--- config.mk ---
export PLATFORM = sky130hd
export DESIGN_NAME = uiopm_top
export DESIGN_NICKNAME = d
export VERILOG_FILES = /design/src/hw/uiopm_pkg.sv /design/src/hw/uiopm_level_sel.sv /design/src/hw/uiopm_top.sv
export SDC_FILE = /design/constraint.sdc
export NUM_CORES = 1
export LEC_CHECK = 0
export ABC_AREA = 1
export BUFFER_PORTS_ARGS = -buffer_cell sky130_fd_sc_hd__buf_2
export CAP_MARGIN = 25
export CELL_PAD_IN_SITES_DETAIL_PLACEMENT = 0
export CELL_PAD_IN_SITES_GLOBAL_PLACEMENT = 1
export CORE_MARGIN = 5
export CORE_UTILIZATION = 32
export CTS_CLUSTER_DIAMETER = 50
export DETAILED_ROUTE_END_ITERATION = 6
export PLACE_DENSITY_LB_ADDON = 0.15
export SKIP_LAST_GASP = 1
export SYNTH_ARGS = -nofsm -noshare
export SYNTH_HDL_FRONTEND = slang
export SYNTH_SLANG_ARGS = --single-unit
--- constraint.sdc ---
create_clock -name mclk -period 1.1 [get_ports mclk]
set_clock_uncertainty 0.05 [all_clocks]
set_input_delay 0.055 -clock mclk [delete_from_list [all_inputs] [get_ports mclk]]
set_output_delay 0.055 -clock mclk [all_outputs]
set_load 0.03 [all_outputs]
--- src/hw/uiopm_pkg.sv ---
// constants for the io and power control register block
// assumes the ulpi register port delivers decoded address, data and write strobes on mclk
// Contract
// - write at 0x39, set at 0x3a, clear at 0x3b; all three read same contents
// - swap bit one exchanges positive and negative data pin roles
// - in serial mode swap also exchanges transmit and receive pins
// - in audio mode swap leaves speaker routing untouched
// - serial level field bits 3:2 selects regulator level, resets to 01
// - entering serial mode, serial level applies once transmit drive enable asserts
// - audio mode forces regulator to highest level, code 00
// - bits 4 and 5 enable line pullups; serial mode forces both on
// - normal level field bits 7:6 uses same encoding, resets to 00
// - normal level applies in synchronous, serial-interface or low power modes
package uiopm_pkg;
  localparam logic [5:0] UIOPM_ADDR_WRITE = 6'h39;
  localparam logic [5:0] UIOPM_ADDR_SET = 6'h3a;
  localparam logic [5:0] UIOPM_ADDR_CLEAR = 6'h3b;
  localparam int UIOPM_SWAP_BIT = 1;
  localparam int UIOPM_SER_LVL_LO = 2;
  localparam int UIOPM_PLUS_PU_BIT = 4;
  localparam int UIOPM_MINUS_PU_BIT = 5;
  localparam int UIOPM_NRM_LVL_LO = 6;
  localparam logic [7:0] UIOPM_WRITABLE_MASK = 8'hfe;
  localparam logic [7:0] UIOPM_RESET_VALUE = 8'h04;
  localparam logic [1:0] UIOPM_LEVEL_3V3 = 2'h0;
  typedef enum logic [1:0] {
    UIOPM_MODE_NORMAL,
    UIOPM_MODE_SERIAL,
    UIOPM_MODE_AUDIO
  } uiopm_mode_e;
endpackage

--- src/hw/uiopm_level_sel.sv ---
// regulator level selection from the two level fields and the operating mode
// assumes mode and transmit drive enable come from logic on mclk
`timescale 1ns/10ps
module uiopm_level_sel (
  input wire logic mclk,
  input wire logic sys_rst,
  input wire uiopm_pkg::uiopm_mode_e mode,
  input wire logic serial_transmit_drive_enable,
  input wire logic [1:0] serial_mode_regulator_level,
  input wire logic [1:0] normal_mode_regulator_level,
  output logic [1:0] level_reg
);
  import uiopm_pkg::*;
  logic armed_reg;
  logic [1:0] level_next;

  // serial level latched in once drive enable seen after entering serial mode
  always_ff @(posedge mclk or posedge sys_rst) begin
    if (sys_rst) begin
      armed_reg <= 1'b0;
    end else if (mode != UIOPM_MODE_SERIAL) begin
      armed_reg <= 1'b0;
    end else if (serial_transmit_drive_enable) begin
      armed_reg <= 1'b1;
    end
  end

  always_comb begin
    level_next = normal_mode_regulator_level;
    if (mode == UIOPM_MODE_AUDIO) begin
      level_next = UIOPM_LEVEL_3V3;
    end else if (mode == UIOPM_MODE_SERIAL && (armed_reg || serial_transmit_drive_enable)) begin
      level_next = serial_mode_regulator_level;
    end
  end

  always_ff @(posedge mclk or posedge sys_rst) begin
    if (sys_rst) begin
      level_reg <= UIOPM_LEVEL_3V3;
    end else begin
      level_reg <= level_next;
    end
  end
endmodule

--- src/hw/uiopm_top.sv ---
// io and power control register with pin routing and regulator level control
// assumes the ulpi register engine on mclk presents address, data and a one-cycle write strobe
`timescale 1ns/10ps
module uiopm_top (
  input wire logic mclk,
  input wire logic sys_rst,
  input wire logic [5:0] reg_addr,
  input wire logic [7:0] reg_wdata,
  input wire logic reg_wr,
  output logic [7:0] reg_rdata,
  output logic reg_hit,
  input wire uiopm_pkg::uiopm_mode_e mode,
  input wire logic serial_transmit_drive_enable,
  input wire logic xcvr_plus_tx,
  input wire logic xcvr_minus_tx,
  input wire logic uart_txd,
  input wire logic pin_plus_in,
  input wire logic pin_minus_in,
  input wire logic left_speaker_in,
  input wire logic right_speaker_in,
  output logic pin_plus_drv,
  output logic pin_minus_drv,
  output logic xcvr_plus_rx,
  output logic xcvr_minus_rx,
  output logic uart_rxd,
  output logic left_speaker_output,
  output logic right_speaker_output,
  output logic data_pin_swap,
  output logic plus_line_charger_pullup_enable,
  output logic minus_line_charger_pullup_enable,
  output logic [1:0] regulated_supply_output
);
  import uiopm_pkg::*;
  logic [7:0] ctrl_reg;
  logic [7:0] ctrl_next;
  logic [1:0] ser_lvl;
  logic [1:0] nrm_lvl;
  logic serial_mode;
  logic audio_mode;
  logic plus_meta_reg;
  logic plus_sync_reg;
  logic minus_meta_reg;
  logic minus_sync_reg;
  logic plus_drv_next;
  logic minus_drv_next;
  logic plus_rx_next;
  logic minus_rx_next;
  logic uart_rx_next;

  // true for any of the three aliases of the control register
  function automatic logic uiopm_is_ctrl_addr(input logic [5:0] addr);
    return (addr == UIOPM_ADDR_WRITE) || (addr == UIOPM_ADDR_SET) || (addr == UIOPM_ADDR_CLEAR);
  endfunction

  // register contents after one access; bit 0 never stores
  function automatic logic [7:0] uiopm_apply(
    input logic [5:0] addr,
    input logic [7:0] cur,
    input logic [7:0] wdata
  );
    logic [7:0] res;
    res = cur;
    if (addr == UIOPM_ADDR_WRITE) begin
      res = wdata;
    end else if (addr == UIOPM_ADDR_SET) begin
      res = cur | wdata;
    end else if (addr == UIOPM_ADDR_CLEAR) begin
      res = cur & ~wdata;
    end
    return res & UIOPM_WRITABLE_MASK;
  endfunction

  // the data pins come from the cable, so two flops guard against metastability
  always_ff @(posedge mclk or posedge sys_rst) begin
    if (sys_rst) begin
      plus_meta_reg <= 1'b0;
      minus_meta_reg <= 1'b0;
    end else begin
      plus_meta_reg <= pin_plus_in;
      minus_meta_reg <= pin_minus_in;
    end
  end

  always_ff @(posedge mclk or posedge sys_rst) begin
    if (sys_rst) begin
      plus_sync_reg <= 1'b0;
      minus_sync_reg <= 1'b0;
    end else begin
      plus_sync_reg <= plus_meta_reg;
      minus_sync_reg <= minus_meta_reg;
    end
  end

  // the link leaves serial mode through the reset pin, which reaches us as sys_rst
  always_comb begin
    ctrl_next = ctrl_reg & UIOPM_WRITABLE_MASK;
    if (reg_wr && uiopm_is_ctrl_addr(reg_addr)) begin
      ctrl_next = uiopm_apply(reg_addr, ctrl_reg, reg_wdata);
    end
  end

  // reset puts the serial level field at its default code
  always_ff @(posedge mclk or posedge sys_rst) begin
    if (sys_rst) begin
      ctrl_reg <= UIOPM_RESET_VALUE;
    end else begin
      ctrl_reg <= ctrl_next;
    end
  end

  always_comb begin
    reg_hit = uiopm_is_ctrl_addr(reg_addr);
    reg_rdata = reg_hit ? ctrl_reg : 8'h00;
  end

  assign serial_mode = (mode == UIOPM_MODE_SERIAL);
  assign audio_mode = (mode == UIOPM_MODE_AUDIO);
  assign data_pin_swap = ctrl_reg[UIOPM_SWAP_BIT];
  assign ser_lvl = ctrl_reg[UIOPM_SER_LVL_LO +: 2];
  assign nrm_lvl = ctrl_reg[UIOPM_NRM_LVL_LO +: 2];

  // pin routing; serial mode carries uart lines on the data pins
  // unswapped, transmit leaves on the plus pin and receive comes in on the minus pin
  always_comb begin
    plus_drv_next = data_pin_swap ? xcvr_minus_tx : xcvr_plus_tx;
    minus_drv_next = data_pin_swap ? xcvr_plus_tx : xcvr_minus_tx;
    plus_rx_next = data_pin_swap ? minus_sync_reg : plus_sync_reg;
    minus_rx_next = data_pin_swap ? plus_sync_reg : minus_sync_reg;
    uart_rx_next = 1'b0;
    if (serial_mode) begin
      plus_drv_next = data_pin_swap ? 1'b0 : uart_txd;
      minus_drv_next = data_pin_swap ? uart_txd : 1'b0;
      plus_rx_next = 1'b0;
      minus_rx_next = 1'b0;
      uart_rx_next = data_pin_swap ? plus_sync_reg : minus_sync_reg;
    end
  end

  always_ff @(posedge mclk or posedge sys_rst) begin
    if (sys_rst) begin
      pin_plus_drv <= 1'b0;
    end else begin
      pin_plus_drv <= plus_drv_next;
    end
  end

  always_ff @(posedge mclk or posedge sys_rst) begin
    if (sys_rst) begin
      pin_minus_drv <= 1'b0;
    end else begin
      pin_minus_drv <= minus_drv_next;
    end
  end

  always_ff @(posedge mclk or posedge sys_rst) begin
    if (sys_rst) begin
      xcvr_plus_rx <= 1'b0;
    end else begin
      xcvr_plus_rx <= plus_rx_next;
    end
  end

  always_ff @(posedge mclk or posedge sys_rst) begin
    if (sys_rst) begin
      xcvr_minus_rx <= 1'b0;
    end else begin
      xcvr_minus_rx <= minus_rx_next;
    end
  end

  always_ff @(posedge mclk or posedge sys_rst) begin
    if (sys_rst) begin
      uart_rxd <= 1'b0;
    end else begin
      uart_rxd <= uart_rx_next;
    end
  end

  // speakers never follow the swap bit
  always_ff @(posedge mclk or posedge sys_rst) begin
    if (sys_rst) begin
      left_speaker_output <= 1'b0;
    end else begin
      left_speaker_output <= audio_mode & left_speaker_in;
    end
  end

  always_ff @(posedge mclk or posedge sys_rst) begin
    if (sys_rst) begin
      right_speaker_output <= 1'b0;
    end else begin
      right_speaker_output <= audio_mode & right_speaker_in;
    end
  end

  // serial mode forces both pullups whatever the register holds
  always_ff @(posedge mclk or posedge sys_rst) begin
    if (sys_rst) begin
      plus_line_charger_pullup_enable <= 1'b0;
    end else begin
      plus_line_charger_pullup_enable <= serial_mode | ctrl_reg[UIOPM_PLUS_PU_BIT];
    end
  end

  always_ff @(posedge mclk or posedge sys_rst) begin
    if (sys_rst) begin
      minus_line_charger_pullup_enable <= 1'b0;
    end else begin
      minus_line_charger_pullup_enable <= serial_mode | ctrl_reg[UIOPM_MINUS_PU_BIT];
    end
  end

  // regulator level follows the mode; the selector keeps the serial arming
  uiopm_level_sel u_level (
    .mclk(mclk),
    .sys_rst(sys_rst),
    .mode(mode),
    .serial_transmit_drive_enable(serial_transmit_drive_enable),
    .serial_mode_regulator_level(ser_lvl),
    .normal_mode_regulator_level(nrm_lvl),
    .level_reg(regulated_supply_output)
  );
endmodule

**Word-level counts from Yosys, hierarchy flattened**

Index checks and enable logic that the tools add are counted.
Widths: inputs -> output; s select.

- Register bits after elaboration: 24
- Input port bits: 27
- Output and inout bits: 21
- Word-level logic and storage cells: 57

- Equality and inequality tests: 6
- Multiplexer cells: 19
- Bitwise gates (word level): 7
- Reductions and logical operators: 8

Operators with widths:

| kind | number |
|---|---|
| $mux 8 | 4 |
| $eq 6x6->1 const B | 3 |
| $mux 1 | 13 |
| $and 8x8->8 | 1 |
| $not 8->8 | 1 |
| $or 8x8->8 | 1 |
| $mux 2 | 2 |
| $logic_or 1x1->1 | 3 |
| $reduce_bool 3->1 | 1 |
| $and 1x1->1 | 2 |
| $eq 2x1->1 const B | 1 |
| $eq 2x2->1 const B | 1 |
| $logic_and 1x1->1 | 2 |
| $ne 2x1->1 const B | 1 |
| $or 1x1->1 | 2 |
| $reduce_and 2->1 | 1 |
| $reduce_bool 2->1 | 1 |

**Logic depth before layout (Yosys ltp)**

Gate-level depths: netlist (run 1).

- Depth in word-level cells: 5
- Gate-level depth with buffers: 8
- Mapped depth without buffers: 7

**Hierarchy**

Synthesis (run 1) repeated with hierarchy kept, for this count alone.

- Cells, all modules: 139
- Area total of the unflattened synthesis: 1,102.3 um2

By module, submodules not included:

| module | instances | cells an instance | area each (um2) | seq. area each (um2) |
|---|---|---|---|---|
| uiopm_top | 1 | 115 | 943.4 | 501.7 |
| uiopm_level_sel | 1 | 24 | 158.9 | 75.1 |

**Worst setup path before layout (run 1)**

No wires, ideal clock.

- Path kind: reg-to-output
- Start: register (tool-made name)
- End: output reg_rdata[1]
- Arrival: 1.146 ns
- Required time: 0.995 ns
- Slack: -0.151 ns
- Stages on the path, launching flop included: 4
- Buffers on the path: 1
- Path through: dfrtp_1 > buf_6 > inv_1 > nor2_1

RTL lines:

| item | RTL line | source |
|---|---|---|
| end, declared | uiopm_top.sv:10 | `output logic [7:0] reg_rdata,` |

==> impl_metrics.tcl, run 1 <==
set metrics [dict create \
    synth_seq_cells 23 \
    yosysSeqAreaShare 0.5482 \
    via_per_inst 4.024 \
    synth_area_um2 1052 \
    final_common_cell "buf_2" \
    hold_viol_final 0 \
    yosys.area_share.simple 0.2640 \
    grt_setup_unrepaired "yes" \
    tritoncts "yes" \
    worstPathArrival_ns 1.13 \
    leakage_nw 0.9391 \
    comb_power_share 0.337 \
    post-route-util 0.5310 \
    syn_inst 127 \
    clock-sinks 23 \
    drt-wirelength-per-cell_um 10.02 \
    layout.nets 232 \
    wl_um 2486 \
    cts_buffers 3 \
    period_needed_ns 1.232 \
    start_util 0.3391 \
    chipHeight_um 67.35 \
    setup_violations 5 \
    fillCellCount 310 \
    min_period_over_period 1.120 \
    criticalPathCategory "flop to output port" \
    drtAntennaViolNets 0 \
    grt_max_degree 24 \
    grt_pass1_vias 998 \
    drv_slew 0 \
    synth_top_cells_by_area "dfrtp_1 52%, nand2_1 13%, inv_1 9.3%, nor2_1 5.4%, nand3_1 3.8%" \
    synth_top_family_by_area "simple AND/OR/NAND/NOR gates" \
    sw_frac_of_total 0.3214 \
    ios 48 \
    muxShareOfSynthArea 0.01902 \
    worstSetupEndpointType "output port" \
    clk_latency_ns 0.30 \
    dp_hpwl_um 1764 \
    synth-adder-area-share 0 \
    root_buffer "clkbuf_4" \
    final_cell_mix "37 x buf_2, 36 x nand2_1, 23 x inv_1, 21 x dfrtp_1, 19 x buf_4" \
    track_usage 0.1158 \
    clockPowerShare 0.178 \
    synth_top_area_share 0.5232 \
    routabilityCongestion 0.7045 \
    setup-tns-final_ns -0.1998 \
    cp_slowest_cell "dfstp_2" \
    drc 0 \
    grt_pass1_wl_um 3995 \
    core_um2 3103 \
    synth_compound_area_frac 0.04400 \
    startpoint_type "flop" \
    grt-ovfl-total 0 \
    antenna-diode-count 0 \
    dieArea_um2 4535 \
    num_rows 20 \
    status "finished with violations" \
    synth_xor_area_frac 0 \
    power.density_nw_per_um2 1275 \
    p_switching_w 0.0006755 \
    syn2layout_area_growth_pct 56.60 \
    dieWidth_um 67.35 \
    synthFlopType "dfrtp_1" \
    syn-num-nets 154 \
    setup_ws_ns -0.1321 \
    io_buffer_count 45 \
    pwr-share-seq 0.484 \
    synth.largest_area_cell "dfrtp_1" \
    path_max_fanout 2 \
    vias 998 \
    maxCapViolCount 0 \
    first_pass_iters 4 \
    async_flop_share 1.000 \
    p_int_w 0.001426 \
    violations "negative setup slack" \
    slowest_delay_ns 0.55 \
    htree_levels 1 \
    ys_types 16 \
    antenna_found_initial 0 \
    synth_edf_count 0 \
    drive_above_1_share 0.3627 \
    worst_ep_required_time_ns 1.00 \
    synth_warnings 0 \
    clockBufferDepth 2 \
    holdCritPathClass "input pin to flop" \
    crit_chain "inv_2, nor2_1, buf_4" \
    syn_area_per_cell_um2 8.286 \
    clk_pin_slew_ns 0.12 \
    place_ws_ns 0.06844 \
    fmax_mhz 811.6 \
    vdd_drop_max_mv 0.4089 \
    drt-initial-drc-count 33 \
]
## stage by stage
step	instance area [um^2]	hold WS (ns)	std cells	power [W]
5_1_grt	1648	0.08968	248	0.002243
6_report	1648	0.07626	248	0.002102
3_5_place_dp	1340	0.05516	217	0.001560
2_1_floorplan	1060	0.006183	127	0.001392
3_3_place_gp	1340	0.05420	217	0.001545
4_1_cts	1632	0.05630	247	0.002114
## power groups by stage
stage | Combinational, W | Sequential, W | Clock, W
2_1_floorplan | 0.000233 | 0.00116 | 0
3_3_place_gp | 0.000502 | 0.00104 | 0
3_5_place_dp | 0.000514 | 0.00105 | 0
4_1_cts | 0.000698 | 0.00102 | 0.000399
5_1_grt | 0.000777 | 0.00104 | 0.000431
6_report | 0.000709 | 0.00102 | 0.000375
## final timing paths
kind	slack (ns)	cells after the start	start	to
hold reg to reg	0.31	0	minus_meta_reg	minus_sync_reg
min in group asynchronous	0.26	4	sys_rst	plus_line_charger_pullup_enable
max in group asynchronous	0.46	4	sys_rst	asynchronous set/reset pin
hold / removal	0.08	5	mode[1]	left_speaker_output
setup / recovery	-0.13	3	flop	reg_rdata[2]
setup reg to reg	0.08	3	flop	uart_rxd
## routing by layer
| layer | track usage | routed length [um] | share of wire |
|---|---|---|---|
| met1 | 0.1335 | 1122 | 0.45 |
| met2 | 0.2110 | 1159 | 0.47 |
| met3 | 0.01498 | 177 | 0.071 |
| met4 | 0.05316 | 26 | 0.010 |
| met5 | 0 | 0 | 0 |
## synth_stat cells (2+ instances only)
| library cell | count |
|---|---|
| nand2_1 | 36 |
| inv_1 | 26 |
| dfrtp_1 | 22 |
| nor2_1 | 15 |
| nand3_1 | 8 |
| a21oi_1 | 5 |
| o21ai_0 | 3 |
| buf_6 | 2 |
| mux2i_1 | 2 |
| nor2_4 | 2 |
## cells by family after synthesis
group | after synthesis
compound gates | 9
buf+inv | 29
flops | 23
mux | 2
other cells | 1
simple gates | 63
## area by class of cell
type                    count  area (um^2)  area share
multi-input cells          75        357.8      0.2172
flip-flops and latches     23        578.1      0.3508
clock inverters             1        5.005    0.003037
clock buffers               3        22.52     0.01367
repair buffers             76        531.8      0.3227
inverters                  26        97.59     0.05923
well taps                  44        55.05     0.03341
## critical path: cells and delay by family (launching register included)
kind / cells / cell delay, ns
AND/OR/NAND/NOR: 1 / 0.08
flip-flops: 1 / 0.55
buffers and inverters: 2 / 0.20
## what timing repair did
item,in CTS,in global routing
endpoints found under the hold margin,37,0
setup buffers,9,1
setup endpoints to repair,8,9
pin swaps,2,0
resized for setup,12,5
hold buffers,17,0
Note: power is estimated with default switching activity, not from simulation.
==> inputs of run 2 (changes only) <==
--- a/config.mk
+++ b/config.mk
@@ -15,6 +15,7 @@
 export CTS_CLUSTER_DIAMETER = 50
 export DETAILED_ROUTE_END_ITERATION = 6
 export PLACE_DENSITY_LB_ADDON = 0.15
+export REMOVE_ABC_BUFFERS = 1
 export SKIP_LAST_GASP = 1
 export SYNTH_ARGS = -nofsm -noshare
 export SYNTH_HDL_FRONTEND = slang
==> run 2 against run 1 <==
  * Hold slack worse by 0.063 ns
  * Worst setup slack gained 0.0089 ns
  * The flow still finishes with violations (negative setup slack)
  * Wire length up 0.20%
==> impl_metrics.tcl, run 2 (same netlist as run 1, synthesis figures left out) <==
set metrics [dict create \
    routabilityCongestion 0.7167 \
    dieWidth_um 67.35 \
    clk_pin_slew_ns 0.11 \
    worst_ep_required_time_ns 1.00 \
    grt_use_met3 0.02829 \
    io_buffer_count 45 \
    first_pass_iters 4 \
    num_rows 20 \
    hold_viol_final 0 \
    root_buffer "clkbuf_4" \
    via_per_inst 4.044 \
    grt_max_degree 24 \
    ios 48 \
    grt-ovfl-total 0 \
    grt_setup_unrepaired "yes" \
    antenna_found_initial 0 \
    fillCellCount 326 \
    violations "negative setup slack" \
    cts_buffers 3 \
    dieArea_um2 4535 \
    chipHeight_um 67.35 \
    holdCritPathClass "input pin to flop" \
    clk_latency_ns 0.30 \
    final_cell_mix "37 x buf_2, 36 x nand2_1, 24 x inv_1, 21 x dfrtp_1, 20 x buf_4" \
    gr-usage-met1 0.1385 \
    power.total_w 0.002099 \
    grt_pass1_wl_um 4215 \
    start_util 0.3391 \
    multiInputGateArea_um2 347.8 \
    drv_slew 0 \
    period_needed_ns 1.223 \
    fmax_mhz 817.5 \
    tritoncts "yes" \
    startpoint_type "flop" \
    fin_cells 248 \
    core_um2 3103 \
    vdd_drop_max_mv 0.3803 \
    grtUsageMet2 0.2160 \
    seq_area_um2 578.1 \
    antenna-diode-count 0 \
    status "finished with violations" \
    clockBufferDepth 2 \
    htree_levels 1 \
    drc 0 \
    syn2layout_area_growth_pct 54.93 \
    dp_hpwl_um 1822 \
    leakage_nw 0.9355 \
    worstPathArrival_ns 1.12 \
    track_usage 0.1228 \
    drive_above_1_share 0.3480 \
    grt_pass1_vias 1032 \
    top_usage_layer "met2" \
    path_max_fanout 2 \
    criticalPathCategory "flop to output port" \
    maxCapViolCount 0 \
    drt-initial-drc-count 27 \
    dpl.cell_count 216 \
    setup_ws_ns -0.1232 \
    wl_um 2491 \
    worstSetupEndpointType "output port" \
    drt-wirelength-per-cell_um 10.04 \
    layout.nets 232 \
    clock-sinks 23 \
    vias 1003 \
    power.density_nw_per_um2 1288 \
    min_period_over_period 1.112 \
    drtAntennaViolNets 0 \
    final_common_cell "buf_2" \
    setup_violations 5 \
]
## run 2: cell count changes in the layout (fill, tap and decap cells not counted), sizes merged
| cell | previous run | this run |
|---|---|---|
| clkbuf | 3 | 5 |
| clkinv | 1 | 0 |
| dlygate4sd3 | 17 | 16 |
## run 2: path summary, 6_finish.rpt
path	from	slack, ns	cells past startpoint	to
max	flop	-0.12	3	reg_rdata[2]
min	serial_transmit_drive_enable	0.01	3	u_level.armed_reg
max reg2reg	flop	-0.09	5	pin_plus_drv
min reg2reg	minus_meta_reg	0.31	0	minus_sync_reg
max in group asynchronous	sys_rst	0.45	4	asynchronous set/reset pin
min in group asynchronous	sys_rst	0.26	4	plus_line_charger_pullup_enable
## run 2: report_power, final
group / total [W] / switching [W] / leakage, nW / internal, W
Sequential: 0.00102 / 0.0000486 / 0.285 / 0.000970
Combinational: 0.000709 / 0.000382 / 0.636 / 0.000327
Clock: 0.000372 / 0.000231 / 0.0150 / 0.000141
## run 2: worst max-delay path, cell delays in order (launching register included)
cell and delay, ns:
dfstp_2 0.55, inv_2 0.04, nor2_1 0.07, buf_4 0.16
## run 2: layout make-up
type / count / share of cell area
tap: 44 / 0.03377
clock buffer: 4 / 0.01612
timing repair buffer: 76 / 0.3223
inverter: 26 / 0.05986
multi-input combinational: 75 / 0.2134
sequential: 23 / 0.3546
## run 2: stage by stage
stage               utilization  setup TNS [ns]  instance area, um^2  setup slack [ns]  hold slack [ns]
floorplan                     -         -0.1808                 1022           -0.1667         0.006183
CTS                      0.5198         -0.2629                 1613           -0.1401          0.01032
finish                   0.5254         -0.4293                 1630           -0.1232          0.01287
detailed placement       0.4270               0                 1325           0.05660          0.05766
global placement         0.4270               0                 1325           0.06344          0.05606
global route             0.5254          -1.016                 1630           -0.2169          0.05710
## run 2: what timing repair did
action | CTS | global route
buffers inserted | 10 | 2
pin swaps | 3 | 2
resized for setup | 11 | 2
hold buffers | 16 | 0
endpoints found under the hold margin | 36 | 0
endpoints found under the setup margin | 8 | 10
## run 2: per-layer routing
metal	up-vias	part of all wire
met5	-	0
met4	0	0.014
met3	2	0.089
met2	34	0.47
met1	439	0.43
li1	528	-
